===== src/common/dpr_pkg.sv =====
package dpr_pkg;

   // ------------------------------------------------------------------
   // register indices (word addresses on the register port)
   // ------------------------------------------------------------------
   localparam logic [15:0] DPR_OFS_MODE    = 16'h0001;
   localparam logic [15:0] DPR_OFS_STAT_LO = 16'h0002;
   localparam logic [15:0] DPR_OFS_STAT_HI = 16'h0003;
   localparam logic [15:0] DPR_OFS_ADDR    = 16'h0004;
   localparam logic [15:0] DPR_OFS_RATE    = 16'h0005;

   // ------------------------------------------------------------------
   // mode codes and reset values
   // ------------------------------------------------------------------
   localparam logic [15:0] DPR_MODE_RUN0    = 16'h0000;
   localparam logic [15:0] DPR_MODE_RUN1    = 16'h0001;
   localparam logic [15:0] DPR_MODE_FACTORY = 16'h0002;
   localparam logic [15:0] DPR_MODE_RESET   = 16'h0003;
   localparam logic [15:0] DPR_RST_MODE     = 16'h0000;
   localparam logic [7:0]  DPR_RST_ADDR     = 8'h01;
   localparam logic [7:0]  DPR_ADDR_MIN     = 8'h01;
   localparam logic [7:0]  DPR_ADDR_MAX     = 8'hF7;
   localparam logic [2:0]  DPR_RST_RATE     = 3'h0;
   localparam logic [2:0]  DPR_RATE_AUTO    = 3'h0;
   localparam logic [2:0]  DPR_RATE_MIN     = 3'h1;
   localparam logic [2:0]  DPR_RATE_MAX     = 3'h7;

   // ------------------------------------------------------------------
   // status word bit positions
   // ------------------------------------------------------------------
   localparam int DPR_ST_FB_RUN     = 0;
   localparam int DPR_ST_SSC_RUN    = 1;
   localparam int DPR_ST_SSC_MAPERR = 2;
   localparam int DPR_ST_SDP_MAPERR = 3;
   localparam int DPR_ST_FB_MAPERR  = 4;
   localparam int DPR_ST_SSC_CFGERR = 5;
   localparam int DPR_ST_SDP_CFGERR = 6;
   localparam int DPR_ST_FB_CFGERR  = 7;
   localparam int DPR_ST_EXT_MAPERR = 14;
   localparam int DPR_ST_SCR_RUN    = 15;
   localparam int DPR_ST_SCR_ERR    = 16;

   // ------------------------------------------------------------------
   // timing: module reset pulse length
   // ------------------------------------------------------------------
   localparam int DPR_CLK_HZ        = 40_000_000;
   localparam int DPR_RST_PULSE_NS  = 1000;
   localparam int DPR_RST_PULSE_CYC =
      (DPR_RST_PULSE_NS * (DPR_CLK_HZ / 1_000_000) + 999) / 1000;

   // ------------------------------------------------------------------
   // carriers
   // ------------------------------------------------------------------
   typedef struct packed {
      logic        wr;
      logic        rd;
      logic [15:0] addr;
      logic [15:0] wdata;
   } dpr_req_type;

   typedef struct packed {
      logic fb_run;
      logic ssc_run;
      logic ssc_map_err;
      logic sdp_map_err;
      logic fb_map_err;
      logic ssc_cfg_err;
      logic sdp_cfg_err;
      logic fb_cfg_err;
      logic ext_map_err;
      logic scr_run;
      logic scr_err;
   } dpr_stat_type;

   typedef enum logic [1:0] {
      DPR_IDLE    = 2'b00,
      DPR_RESTORE = 2'b01,
      DPR_PULSE   = 2'b10
   } dpr_ctl_type;

endpackage : dpr_pkg


===== src/design/dpr_status_word.sv =====
`timescale 1ns/1ps
module dpr_status_word
   import dpr_pkg::*;
(
   // clock and reset
   input  wire logic         clk_in,
   input  wire logic         rst_n_in,
   // control
   input  wire logic         init_in,
   input  wire dpr_stat_type stat_in,
   // status word
   output logic [31:0]       word_out
);

   // ------------------------------------------------------------------
   // ssc master config error latch
   // ------------------------------------------------------------------
   // only sampled while init runs; later errors are ignored
   logic ssc_cfg_err;
   always_ff @(posedge clk_in or negedge rst_n_in) begin
      if (!rst_n_in) begin
         ssc_cfg_err <= 1'b0;
      end else if (init_in) begin
         ssc_cfg_err <= stat_in.ssc_cfg_err;
      end
   end

   // ------------------------------------------------------------------
   // word register, reserved bits forced low
   // ------------------------------------------------------------------
   always_ff @(posedge clk_in or negedge rst_n_in) begin
      if (!rst_n_in) begin
         word_out <= 32'h0000_0000;
      end else begin
         word_out                    <= 32'h0000_0000;
         word_out[DPR_ST_FB_RUN]     <= stat_in.fb_run;
         word_out[DPR_ST_SSC_RUN]    <= stat_in.ssc_run;
         word_out[DPR_ST_SSC_MAPERR] <= stat_in.ssc_map_err;
         word_out[DPR_ST_SDP_MAPERR] <= stat_in.sdp_map_err;
         word_out[DPR_ST_FB_MAPERR]  <= stat_in.fb_map_err;
         word_out[DPR_ST_EXT_MAPERR] <= stat_in.ext_map_err;
         word_out[DPR_ST_SSC_CFGERR] <= ssc_cfg_err;
         word_out[DPR_ST_SDP_CFGERR] <= stat_in.sdp_cfg_err;
         word_out[DPR_ST_FB_CFGERR]  <= stat_in.fb_cfg_err;
         word_out[DPR_ST_SCR_RUN]    <= stat_in.scr_run;
         word_out[DPR_ST_SCR_ERR]    <= stat_in.scr_err;
      end
   end

   // ------------------------------------------------------------------
   // checks
   // ------------------------------------------------------------------
   ssc_err_hold_a: assert property (@(posedge clk_in) disable iff (!rst_n_in)
      !init_in ##1 !init_in |-> $stable(ssc_cfg_err))
      else $error("ssc config error changed outside init");

   reserved_zero_a: assert property (@(posedge clk_in) disable iff (!rst_n_in)
      word_out[13:8] == 6'h00 && word_out[31:17] == 15'h0000)
      else $error("reserved status bits not zero");

   fb_run_follow_a: assert property (@(posedge clk_in) disable iff (!rst_n_in)
      rst_n_in |=> word_out[DPR_ST_FB_RUN] == $past(stat_in.fb_run))
      else $error("fieldbus run bit wrong");

endmodule : dpr_status_word


===== src/design/dpr_rate_hunt.sv =====
`timescale 1ns/1ps
module dpr_rate_hunt
   import dpr_pkg::*;
(
   // clock and reset
   input  wire logic       clk_in,
   input  wire logic       rst_n_in,
   // configuration latched at module init
   input  wire logic [2:0] cfg_rate_in,
   // frame events from the receiver
   input  wire logic       frame_ok_in,
   input  wire logic       frame_bad_in,
   // result
   output logic [2:0]      rate_out,
   output logic            locked_out
);

   // ------------------------------------------------------------------
   // candidate stepping, 1 (2400) up to 7 (115200), wrap around
   // ------------------------------------------------------------------
   // a fixed rate is locked from the start; auto starts at the lowest
   always_ff @(posedge clk_in or negedge rst_n_in) begin
      if (!rst_n_in) begin
         rate_out   <= DPR_RATE_MIN;
         locked_out <= 1'b0;
      end else if (cfg_rate_in != DPR_RATE_AUTO) begin
         rate_out   <= cfg_rate_in;
         locked_out <= 1'b1;
      end else if (!locked_out) begin
         if (frame_ok_in) begin
            locked_out <= 1'b1;
         end else if (frame_bad_in) begin
            rate_out <= (rate_out == DPR_RATE_MAX) ? DPR_RATE_MIN
                                                   : rate_out + 3'h1;
         end
      end
   end

   rate_step_a: assert property (@(posedge clk_in) disable iff (!rst_n_in)
      rst_n_in && cfg_rate_in == DPR_RATE_AUTO && !locked_out && !frame_ok_in && frame_bad_in
      && rate_out != DPR_RATE_MAX |=> rate_out == $past(rate_out) + 3'h1)
      else $error("auto rate did not step");

endmodule : dpr_rate_hunt


===== src/design/dpr_param_regs.sv =====
`timescale 1ns/1ps
module dpr_param_regs
   import dpr_pkg::*;
(
   // clock and reset
   input  wire logic         clk_sys_in,
   input  wire logic         rst_n_in,
   // register port from the serial protocol engine
   input  wire dpr_req_type  req_in,
   output logic [15:0]       rdata_out,
   output logic              ack_out,
   // frame events and reply gate
   input  wire logic [7:0]   frame_addr_in,
   input  wire logic         frame_ok_in,
   input  wire logic         frame_bad_in,
   input  wire logic         reply_req_in,
   output logic              reply_en_out,
   // live status sources
   input  wire dpr_stat_type stat_in,
   // persistent storage
   input  wire logic         nv_valid_in,
   input  wire logic [7:0]   nv_addr_in,
   input  wire logic [2:0]   nv_rate_in,
   output logic              nv_save_out,
   output logic [7:0]        nv_addr_out,
   output logic [2:0]        nv_rate_out,
   // module control
   output logic              cyclic_en_out,
   output logic              module_rst_out,
   output logic              init_out,
   output logic [7:0]        active_addr_out,
   output logic [2:0]        active_rate_out,
   output logic              rate_locked_out
);

   // ------------------------------------------------------------------
   // reset synchroniser
   // ------------------------------------------------------------------
   logic rst_meta;
   logic rst_sync_n;
   always_ff @(posedge clk_sys_in or negedge rst_n_in) begin
      if (!rst_n_in) begin
         rst_meta   <= 1'b0;
         rst_sync_n <= 1'b0;
      end else begin
         rst_meta   <= 1'b1;
         rst_sync_n <= rst_meta;
      end
   end

   // ------------------------------------------------------------------
   // declarations
   // ------------------------------------------------------------------
   logic [15:0] mode;
   logic [7:0]  addr_cfg;
   logic [2:0]  rate_cfg;
   logic [7:0]  pulse_cnt;
   logic        nv_loaded;
   logic        save_req;
   logic [31:0] status_word;
   logic        internal_rst_n;
   logic        wr_mode;
   logic        wr_addr;
   logic        wr_rate;
   dpr_ctl_type ctl;
   dpr_ctl_type next_ctl;

   // commanded reset also clears the run-time logic
   // module_rst_out comes straight from a flop, so this derived reset cannot glitch
   assign internal_rst_n = rst_sync_n & ~module_rst_out;

   assign wr_mode = req_in.wr && req_in.addr == DPR_OFS_MODE;
   assign wr_addr = req_in.wr && req_in.addr == DPR_OFS_ADDR;
   assign wr_rate = req_in.wr && req_in.addr == DPR_OFS_RATE;

   // ------------------------------------------------------------------
   // mode register
   // ------------------------------------------------------------------
   // values above 3 are out of range and dropped
   always_ff @(posedge clk_sys_in or negedge internal_rst_n) begin
      if (!internal_rst_n) begin
         mode <= DPR_RST_MODE;
      end else if (wr_mode && req_in.wdata <= DPR_MODE_RESET) begin
         mode <= req_in.wdata;
      end
   end

   // cyclic exchange only in the two run codes
   assign cyclic_en_out = (mode == DPR_MODE_RUN0 || mode == DPR_MODE_RUN1)
                          && !module_rst_out;

   // ------------------------------------------------------------------
   // restore / reset sequencer
   // ------------------------------------------------------------------
   always_comb begin
      next_ctl = ctl;
      unique case (ctl)
         DPR_IDLE: begin
            if (wr_mode && req_in.wdata == DPR_MODE_FACTORY) begin
               next_ctl = DPR_RESTORE;
            end else if (wr_mode && req_in.wdata == DPR_MODE_RESET) begin
               next_ctl = DPR_PULSE;
            end
         end
         DPR_RESTORE: begin
            next_ctl = DPR_PULSE;
         end
         DPR_PULSE: begin
            if (pulse_cnt == 8'h01) begin
               next_ctl = DPR_IDLE;
            end
         end
         default: begin
            next_ctl = DPR_IDLE;
         end
      endcase
   end

   // sequencer survives the pulse it produces
   always_ff @(posedge clk_sys_in or negedge rst_sync_n) begin
      if (!rst_sync_n) begin
         ctl <= DPR_IDLE;
      end else begin
         ctl <= next_ctl;
      end
   end

   // pulse length counter
   always_ff @(posedge clk_sys_in or negedge rst_sync_n) begin
      if (!rst_sync_n) begin
         pulse_cnt <= 8'h00;
      end else if (ctl != DPR_PULSE && next_ctl == DPR_PULSE) begin
         pulse_cnt <= 8'(DPR_RST_PULSE_CYC);
      end else if (pulse_cnt != 8'h00) begin
         pulse_cnt <= pulse_cnt - 8'h01;
      end
   end

   // registered reset output
   always_ff @(posedge clk_sys_in or negedge rst_sync_n) begin
      if (!rst_sync_n) begin
         module_rst_out <= 1'b0;
      end else begin
         module_rst_out <= (next_ctl == DPR_PULSE);
      end
   end

   // ------------------------------------------------------------------
   // persistent configuration: address and bitrate
   // ------------------------------------------------------------------
   // a bad stored image falls back to defaults
   always_ff @(posedge clk_sys_in or negedge rst_sync_n) begin
      if (!rst_sync_n) begin
         addr_cfg  <= DPR_RST_ADDR;
         rate_cfg  <= DPR_RST_RATE;
         nv_loaded <= 1'b0;
      end else if (ctl == DPR_RESTORE) begin
         addr_cfg <= DPR_RST_ADDR;
         rate_cfg <= DPR_RST_RATE;
      end else if (!nv_loaded) begin
         nv_loaded <= 1'b1;
         if (nv_valid_in && nv_addr_in >= DPR_ADDR_MIN && nv_addr_in <= DPR_ADDR_MAX) begin
            addr_cfg <= nv_addr_in;
         end
         if (nv_valid_in && nv_rate_in <= DPR_RATE_MAX) begin
            rate_cfg <= nv_rate_in;
         end
      end else begin
         if (wr_addr && req_in.wdata[7:0] >= DPR_ADDR_MIN
             && req_in.wdata[7:0] <= DPR_ADDR_MAX && req_in.wdata[15:8] == 8'h00) begin
            addr_cfg <= req_in.wdata[7:0];
         end
         if (wr_rate && req_in.wdata <= 16'(DPR_RATE_MAX)) begin
            rate_cfg <= req_in.wdata[2:0];
         end
      end
   end

   // save strobe to storage on any address or rate write, accepted or not, and on restore; the strobe waits one
   // cycle so that it meets the registered copy of the new value
   always_ff @(posedge clk_sys_in or negedge rst_sync_n) begin
      if (!rst_sync_n) begin
         save_req    <= 1'b0;
         nv_save_out <= 1'b0;
         nv_addr_out <= DPR_RST_ADDR;
         nv_rate_out <= DPR_RST_RATE;
      end else begin
         save_req    <= nv_loaded && (wr_addr || wr_rate || ctl == DPR_RESTORE);
         nv_save_out <= save_req;
         nv_addr_out <= addr_cfg;
         nv_rate_out <= rate_cfg;
      end
   end

   // ------------------------------------------------------------------
   // active link settings, loaded only at module init
   // ------------------------------------------------------------------
   assign init_out = nv_loaded && (ctl == DPR_IDLE) && !module_rst_out
                     && (active_addr_out == 8'h00);
   always_ff @(posedge clk_sys_in or negedge internal_rst_n) begin
      if (!internal_rst_n) begin
         active_addr_out <= 8'h00;
      end else if (init_out) begin
         active_addr_out <= addr_cfg;
      end
   end

   // bitrate setting follows the address: loaded only at init
   logic [2:0] active_rate_cfg;
   always_ff @(posedge clk_sys_in or negedge internal_rst_n) begin
      if (!internal_rst_n) begin
         active_rate_cfg <= DPR_RST_RATE;
      end else if (init_out) begin
         active_rate_cfg <= rate_cfg;
      end
   end

   // frame events are ignored in the init cycle, while the setting loads
   dpr_rate_hunt u_rate_hunt (
      .clk_in       (clk_sys_in),
      .rst_n_in     (internal_rst_n),
      .cfg_rate_in  (active_rate_cfg),
      .frame_ok_in  (frame_ok_in && !init_out),
      .frame_bad_in (frame_bad_in && !init_out),
      .rate_out     (active_rate_out),
      .locked_out   (rate_locked_out)
   );

   // replies only once the rate is found and addressed to us
   assign reply_en_out = reply_req_in && rate_locked_out
                         && frame_addr_in == active_addr_out;

   // ------------------------------------------------------------------
   // status word
   // ------------------------------------------------------------------
   dpr_status_word u_status (
      .clk_in   (clk_sys_in),
      .rst_n_in (internal_rst_n),
      .init_in  (init_out),
      .stat_in  (stat_in),
      .word_out (status_word)
   );

   // ------------------------------------------------------------------
   // read path and acknowledge
   // ------------------------------------------------------------------
   // status registers ignore writes; unmapped reads return zero
   always_ff @(posedge clk_sys_in or negedge rst_sync_n) begin
      if (!rst_sync_n) begin
         rdata_out <= 16'h0000;
         ack_out   <= 1'b0;
      end else begin
         ack_out <= req_in.rd || req_in.wr;
         if (req_in.rd) begin
            unique case (req_in.addr)
               DPR_OFS_MODE:    rdata_out <= mode;
               DPR_OFS_STAT_LO: rdata_out <= status_word[15:0];
               DPR_OFS_STAT_HI: rdata_out <= status_word[31:16];
               DPR_OFS_ADDR:    rdata_out <= {8'h00, addr_cfg};
               DPR_OFS_RATE:    rdata_out <= {13'h0000, rate_cfg};
               default:         rdata_out <= 16'h0000;
            endcase
         end
      end
   end

   // ------------------------------------------------------------------
   // checks
   // ------------------------------------------------------------------
   factory_seq_a: assert property (@(posedge clk_sys_in) disable iff (!rst_sync_n)
      ctl == DPR_IDLE && wr_mode && req_in.wdata == DPR_MODE_FACTORY
      |=> ##1 module_rst_out && addr_cfg == DPR_RST_ADDR)
      else $error("factory restore did not reset");

   reset_cmd_a: assert property (@(posedge clk_sys_in) disable iff (!rst_sync_n)
      ctl == DPR_IDLE && wr_mode && req_in.wdata == DPR_MODE_RESET |=> module_rst_out)
      else $error("reset code gave no module reset");

   cyclic_mode_a: assert property (@(posedge clk_sys_in) disable iff (!rst_sync_n)
      cyclic_en_out |-> mode[15:1] == 15'h0000)
      else $error("cyclic enabled in wrong mode");

   addr_range_a: assert property (@(posedge clk_sys_in) disable iff (!rst_sync_n)
      addr_cfg >= DPR_ADDR_MIN && addr_cfg <= DPR_ADDR_MAX)
      else $error("device address out of range");

   addr_latch_a: assert property (@(posedge clk_sys_in) disable iff (!rst_sync_n)
      !init_out && !module_rst_out && next_ctl != DPR_PULSE && active_addr_out != 8'h00
      |=> $stable(active_addr_out))
      else $error("active address changed without reset");

   no_reply_a: assert property (@(posedge clk_sys_in) disable iff (!rst_sync_n)
      !rate_locked_out |-> !reply_en_out)
      else $error("reply sent during rate detection");

   status_read_a: assert property (@(posedge clk_sys_in) disable iff (!rst_sync_n)
      req_in.rd && req_in.addr == DPR_OFS_STAT_HI |=> rdata_out == $past(status_word[31:16]))
      else $error("status high word read wrong");

   status_low_a: assert property (@(posedge clk_sys_in) disable iff (!rst_sync_n)
      req_in.rd && req_in.addr == DPR_OFS_STAT_LO |=> rdata_out == $past(status_word[15:0]))
      else $error("status low word read wrong");

   init_once_a: assert property (@(posedge clk_sys_in) disable iff (!rst_sync_n)
      init_out |=> !init_out)
      else $error("init lasted more than one cycle");

   fixed_lock_a: assert property (@(posedge clk_sys_in) disable iff (!rst_sync_n)
      active_rate_cfg != DPR_RATE_AUTO && next_ctl != DPR_PULSE
      |=> rate_locked_out && active_rate_out == $past(active_rate_cfg))
      else $error("fixed bitrate not locked");

   rate_latch_a: assert property (@(posedge clk_sys_in) disable iff (!rst_sync_n)
      !init_out && !module_rst_out && next_ctl != DPR_PULSE |=> $stable(active_rate_cfg))
      else $error("active bitrate changed without reset");

   restore_nv_a: assert property (@(posedge clk_sys_in) disable iff (!rst_sync_n)
      ctl == DPR_RESTORE |=> ##1 nv_save_out && nv_addr_out == DPR_RST_ADDR
      && nv_rate_out == DPR_RST_RATE)
      else $error("factory values not saved");

   pulse_end_a: assert property (@(posedge clk_sys_in) disable iff (!rst_sync_n)
      $fell(module_rst_out) |-> init_out)
      else $error("no init after module reset");

endmodule : dpr_param_regs


===== config.mk =====
export PLATFORM = sky130hd
export DESIGN_NAME = dpr_param_regs
export DESIGN_NICKNAME = d
export VERILOG_FILES = /design/src/common/dpr_pkg.sv /design/src/design/dpr_status_word.sv /design/src/design/dpr_rate_hunt.sv /design/src/design/dpr_param_regs.sv
export SDC_FILE = /design/constraint.sdc
export NUM_CORES = 1
export LEC_CHECK = 0
export BUFFER_PORTS_ARGS = -buffer_cell sky130_fd_sc_hd__buf_2
export CAP_MARGIN = 10
export CORE_MARGIN = 3
export CORE_UTILIZATION = 50
export DETAILED_ROUTE_END_ITERATION = 8
export HOLD_SLACK_MARGIN = 0.06
export PLACE_DENSITY = 0.77
export SLEW_MARGIN = 10
export SYNTH_ARGS = -nofsm -noshare
export SYNTH_HDL_FRONTEND = slang
export SYNTH_SLANG_ARGS = --single-unit
export TNS_END_PERCENT = 1

===== constraint.sdc =====
create_clock -name clk_sys_in -period 4.9 [get_ports clk_sys_in]
set_input_delay 0.245 -clock clk_sys_in [delete_from_list [all_inputs] [get_ports clk_sys_in]]
set_output_delay 0.245 -clock clk_sys_in [all_outputs]
set_load 0.02 [all_outputs]

==> impl_metrics.tcl <==
set metrics [dict create \
    wl_per_cell_um 18.4 \
    routed-via-count 3443 \
    cts_tree "yes" \
    post_cts_resized 0 \
    r2r_cells 5 \
    crit_required_ps 4660 \
    rsz0062_at_grt "false" \
    status "complete, no violations" \
    drt_pre_antenna_iters 4 \
    layout_common_cells "buf_2 (114), dfrtp_1 (94), nor3_1 (25)" \
    cp-end-kind "output port" \
    synthesis.nets 440 \
    fin_skew_ps 11.5 \
    via_per_inst 5.81 \
    period_share 0.583 \
    yosysSeqAreaShare 0.580 \
    layout-drive-gt1-share 0.310 \
    worstHoldEndpoint "rdata_out[15]" \
    clk_pin_slew_ps 100 \
    cts_buffer_depth 2 \
    cts_made_buffers 9 \
    final_cell_area_um2 5230 \
    postRouteAntennaNets 0 \
    drc_errors 0 \
    place_congestion 0.800 \
    min_path_cells 2 \
    syn_area_um2 4240 \
    die_w_um 98.1 \
    ff2ff_setup_slack_ps 2210 \
    grt_overflow 0 \
    fp-row-count 32 \
    grt_pass1_vias 3513 \
    grt_pass1_wl_mm 17.8 \
    hpwl_mm 7.88 \
    drv_slew 0 \
    core_area_um2 7970 \
    period_minus_slack_ps 2860 \
    clock_latency_ps 370 \
    synthArstFlopShare 1.00 \
    synthCells 365 \
    r2r-end "u_rate_hunt.rate_out[0]" \
    r2r-start "nv_loaded" \
    htreeDepth 3 \
    worstPathMaxFanout 18 \
    start_util 0.532 \
    cap_violations 0 \
    syn-mean-instance-area_um2 11.6 \
    io_pins 115 \
    grt_use_total 0.234 \
    areaGrowthSynthToFinish_pct 23.5 \
    critPathKind "reg -> out" \
    setup_viol_count_final 0 \
    cts_hold_buffers 11 \
    die_h_um 98.1 \
    final_hold_viol_count 0 \
    p_per_area_nw_per_um2 306 \
    irDropWorstVdd_v 0.000147 \
    tightest_slew_ps 860 \
    clock_sinks 98 \
    antenna_found_initial 0 \
    antenna_cells 0 \
    ys_types 49 \
    synth-edff-count 0 \
    synth-seq-cells 98 \
    drt_iter0_drc 226 \
    dominantRegCellSynth "dfrtp_1" \
    grt_max_degree 55 \
    placed_area_um2 4890 \
    leakagePower_nw 2.52 \
    hold_class "in -> reg" \
    io_buffers 114 \
    fmax_ghz 0.350 \
    fin_nets 561 \
    arrival_ps 2610 \
    total_power_mw 1.60 \
    worstSetupStartpointType "flop" \
    crit_start "nv_loaded" \
    fin_setup_tns_ps 0 \
    root_buffer "clkbuf_8" \
    hp-start "req_in[32]" \
    yosysWarnings 0 \
    die_area_um2 9610 \
    routed_wl_mm 10.9 \
    cts_setup_buffers 0 \
    slew-limit-headroom 0.422 \
    layout_commonest_cell "buf_2" \
]
worst max-delay path: stages, from the launching register on:
cell	delay, ps
dfrtp_1	800
nor4b_1	520
and3_1	650
buf_2	280
routing by layer:
| metal | share of wire | GRT usage |
|---|---|---|
| met5 | 0 | 0 |
| met3 | 0.081 | 0.0579 |
| met1 | 0.41 | 0.310 |
| met2 | 0.49 | 0.378 |
| met4 | 0.021 | 0.0841 |
how the worst max path moves through the flow:
stage | endpoint | slack, ps | depth (start not counted)
after floorplan | active_addr_out[0] | 760 | 1
after global placement | mode[0] | 2290 | 6
after detailed placement | mode[0] | 2180 | 6
after CTS | init_out | 2040 | 3
after global routing | init_out | 1890 | 3
final | init_out | 2040 | 3
sequential cells by signal, summed over array words and instances, names as in the netlist, 2 cells and up:
register              count
addr_cfg                  8
rdata_out                16
nv_addr_out               8
rate_cfg                  3
ctl                       2
mode                     16
nv_rate_out               3
u_status.word_out        11
active_addr_out           8
u_rate_hunt.rate_out      3
active_rate_cfg           3
pulse_cnt                 8
Yosys cell counts, types with 4 or more instances:
cell type  instances  share of area
nor3_1            25          0.030
mux2_2             4          0.011
a22o_1             8          0.017
nand3_1            7         0.0083
nor4_1            16          0.024
and2_1            15          0.022
a21o_1             8          0.014
a211oi_1          10          0.018
nand2_1           12          0.011
ha_1               5          0.015
or3_1              6         0.0089
xnor2_1           10          0.021
clkbuf_1          13          0.012
or4_1              4         0.0071
a21oi_1            8         0.0095
nor2_1            13          0.012
inv_1             13          0.012
mux2i_1           12          0.028
dfrtp_1           95           0.56
o21ai_0            9          0.011
a22oi_1            5         0.0089
nand2b_1           5         0.0074
a221o_1            7          0.017
nor2b_1           14          0.021
logic make-up after synthesis:
family                     after synthesis  share of synthesized area
and+or+nand+nor                        134                      0.187
muxes                                   18                     0.0461
buffers and inverters                   31                     0.0295
xor gates and xnor gates                10                     0.0207
other                                    1                   0.000885
DFF                                     98                      0.580
AOI/OAI and AO/OA                       68                      0.121
adders and majority gates                5                     0.0148
power breakdown:
group | total [mW] | switching [mW] | internal, mW | leakage, nW
clock | 0.543 | 0.297 | 0.246 | 0.104
sequential | 0.879 | 0.0316 | 0.848 | 1.21
combinational | 0.180 | 0.102 | 0.0781 | 1.20
total | 1.60 | 0.431 | 1.17 | 2.52
cell type report:
class,instances,area (um2)
clock buffer,9,124
clock inverter,7,82.6
fill,618,2730
timing repair buffer,128,716
multi-input combinational,236,1680
tap,102,128
sequential,98,2460
inverter,13,48.8
metrics by stage:
stage | worst slack, ps | utilization | std cells | hold slack (ps)
global placement | 2290 | 0.614 | 565 | 30.7
finish | 2040 | 0.657 | 593 | 117
global route | 1890 | 0.657 | 593 | 113
floorplan | 758 | - | 365 | -50.6
detailed placement | 2180 | 0.614 | 565 | 35.0
CTS | 2040 | 0.653 | 592 | 101
Note: power is estimated with default switching activity, not from simulation.
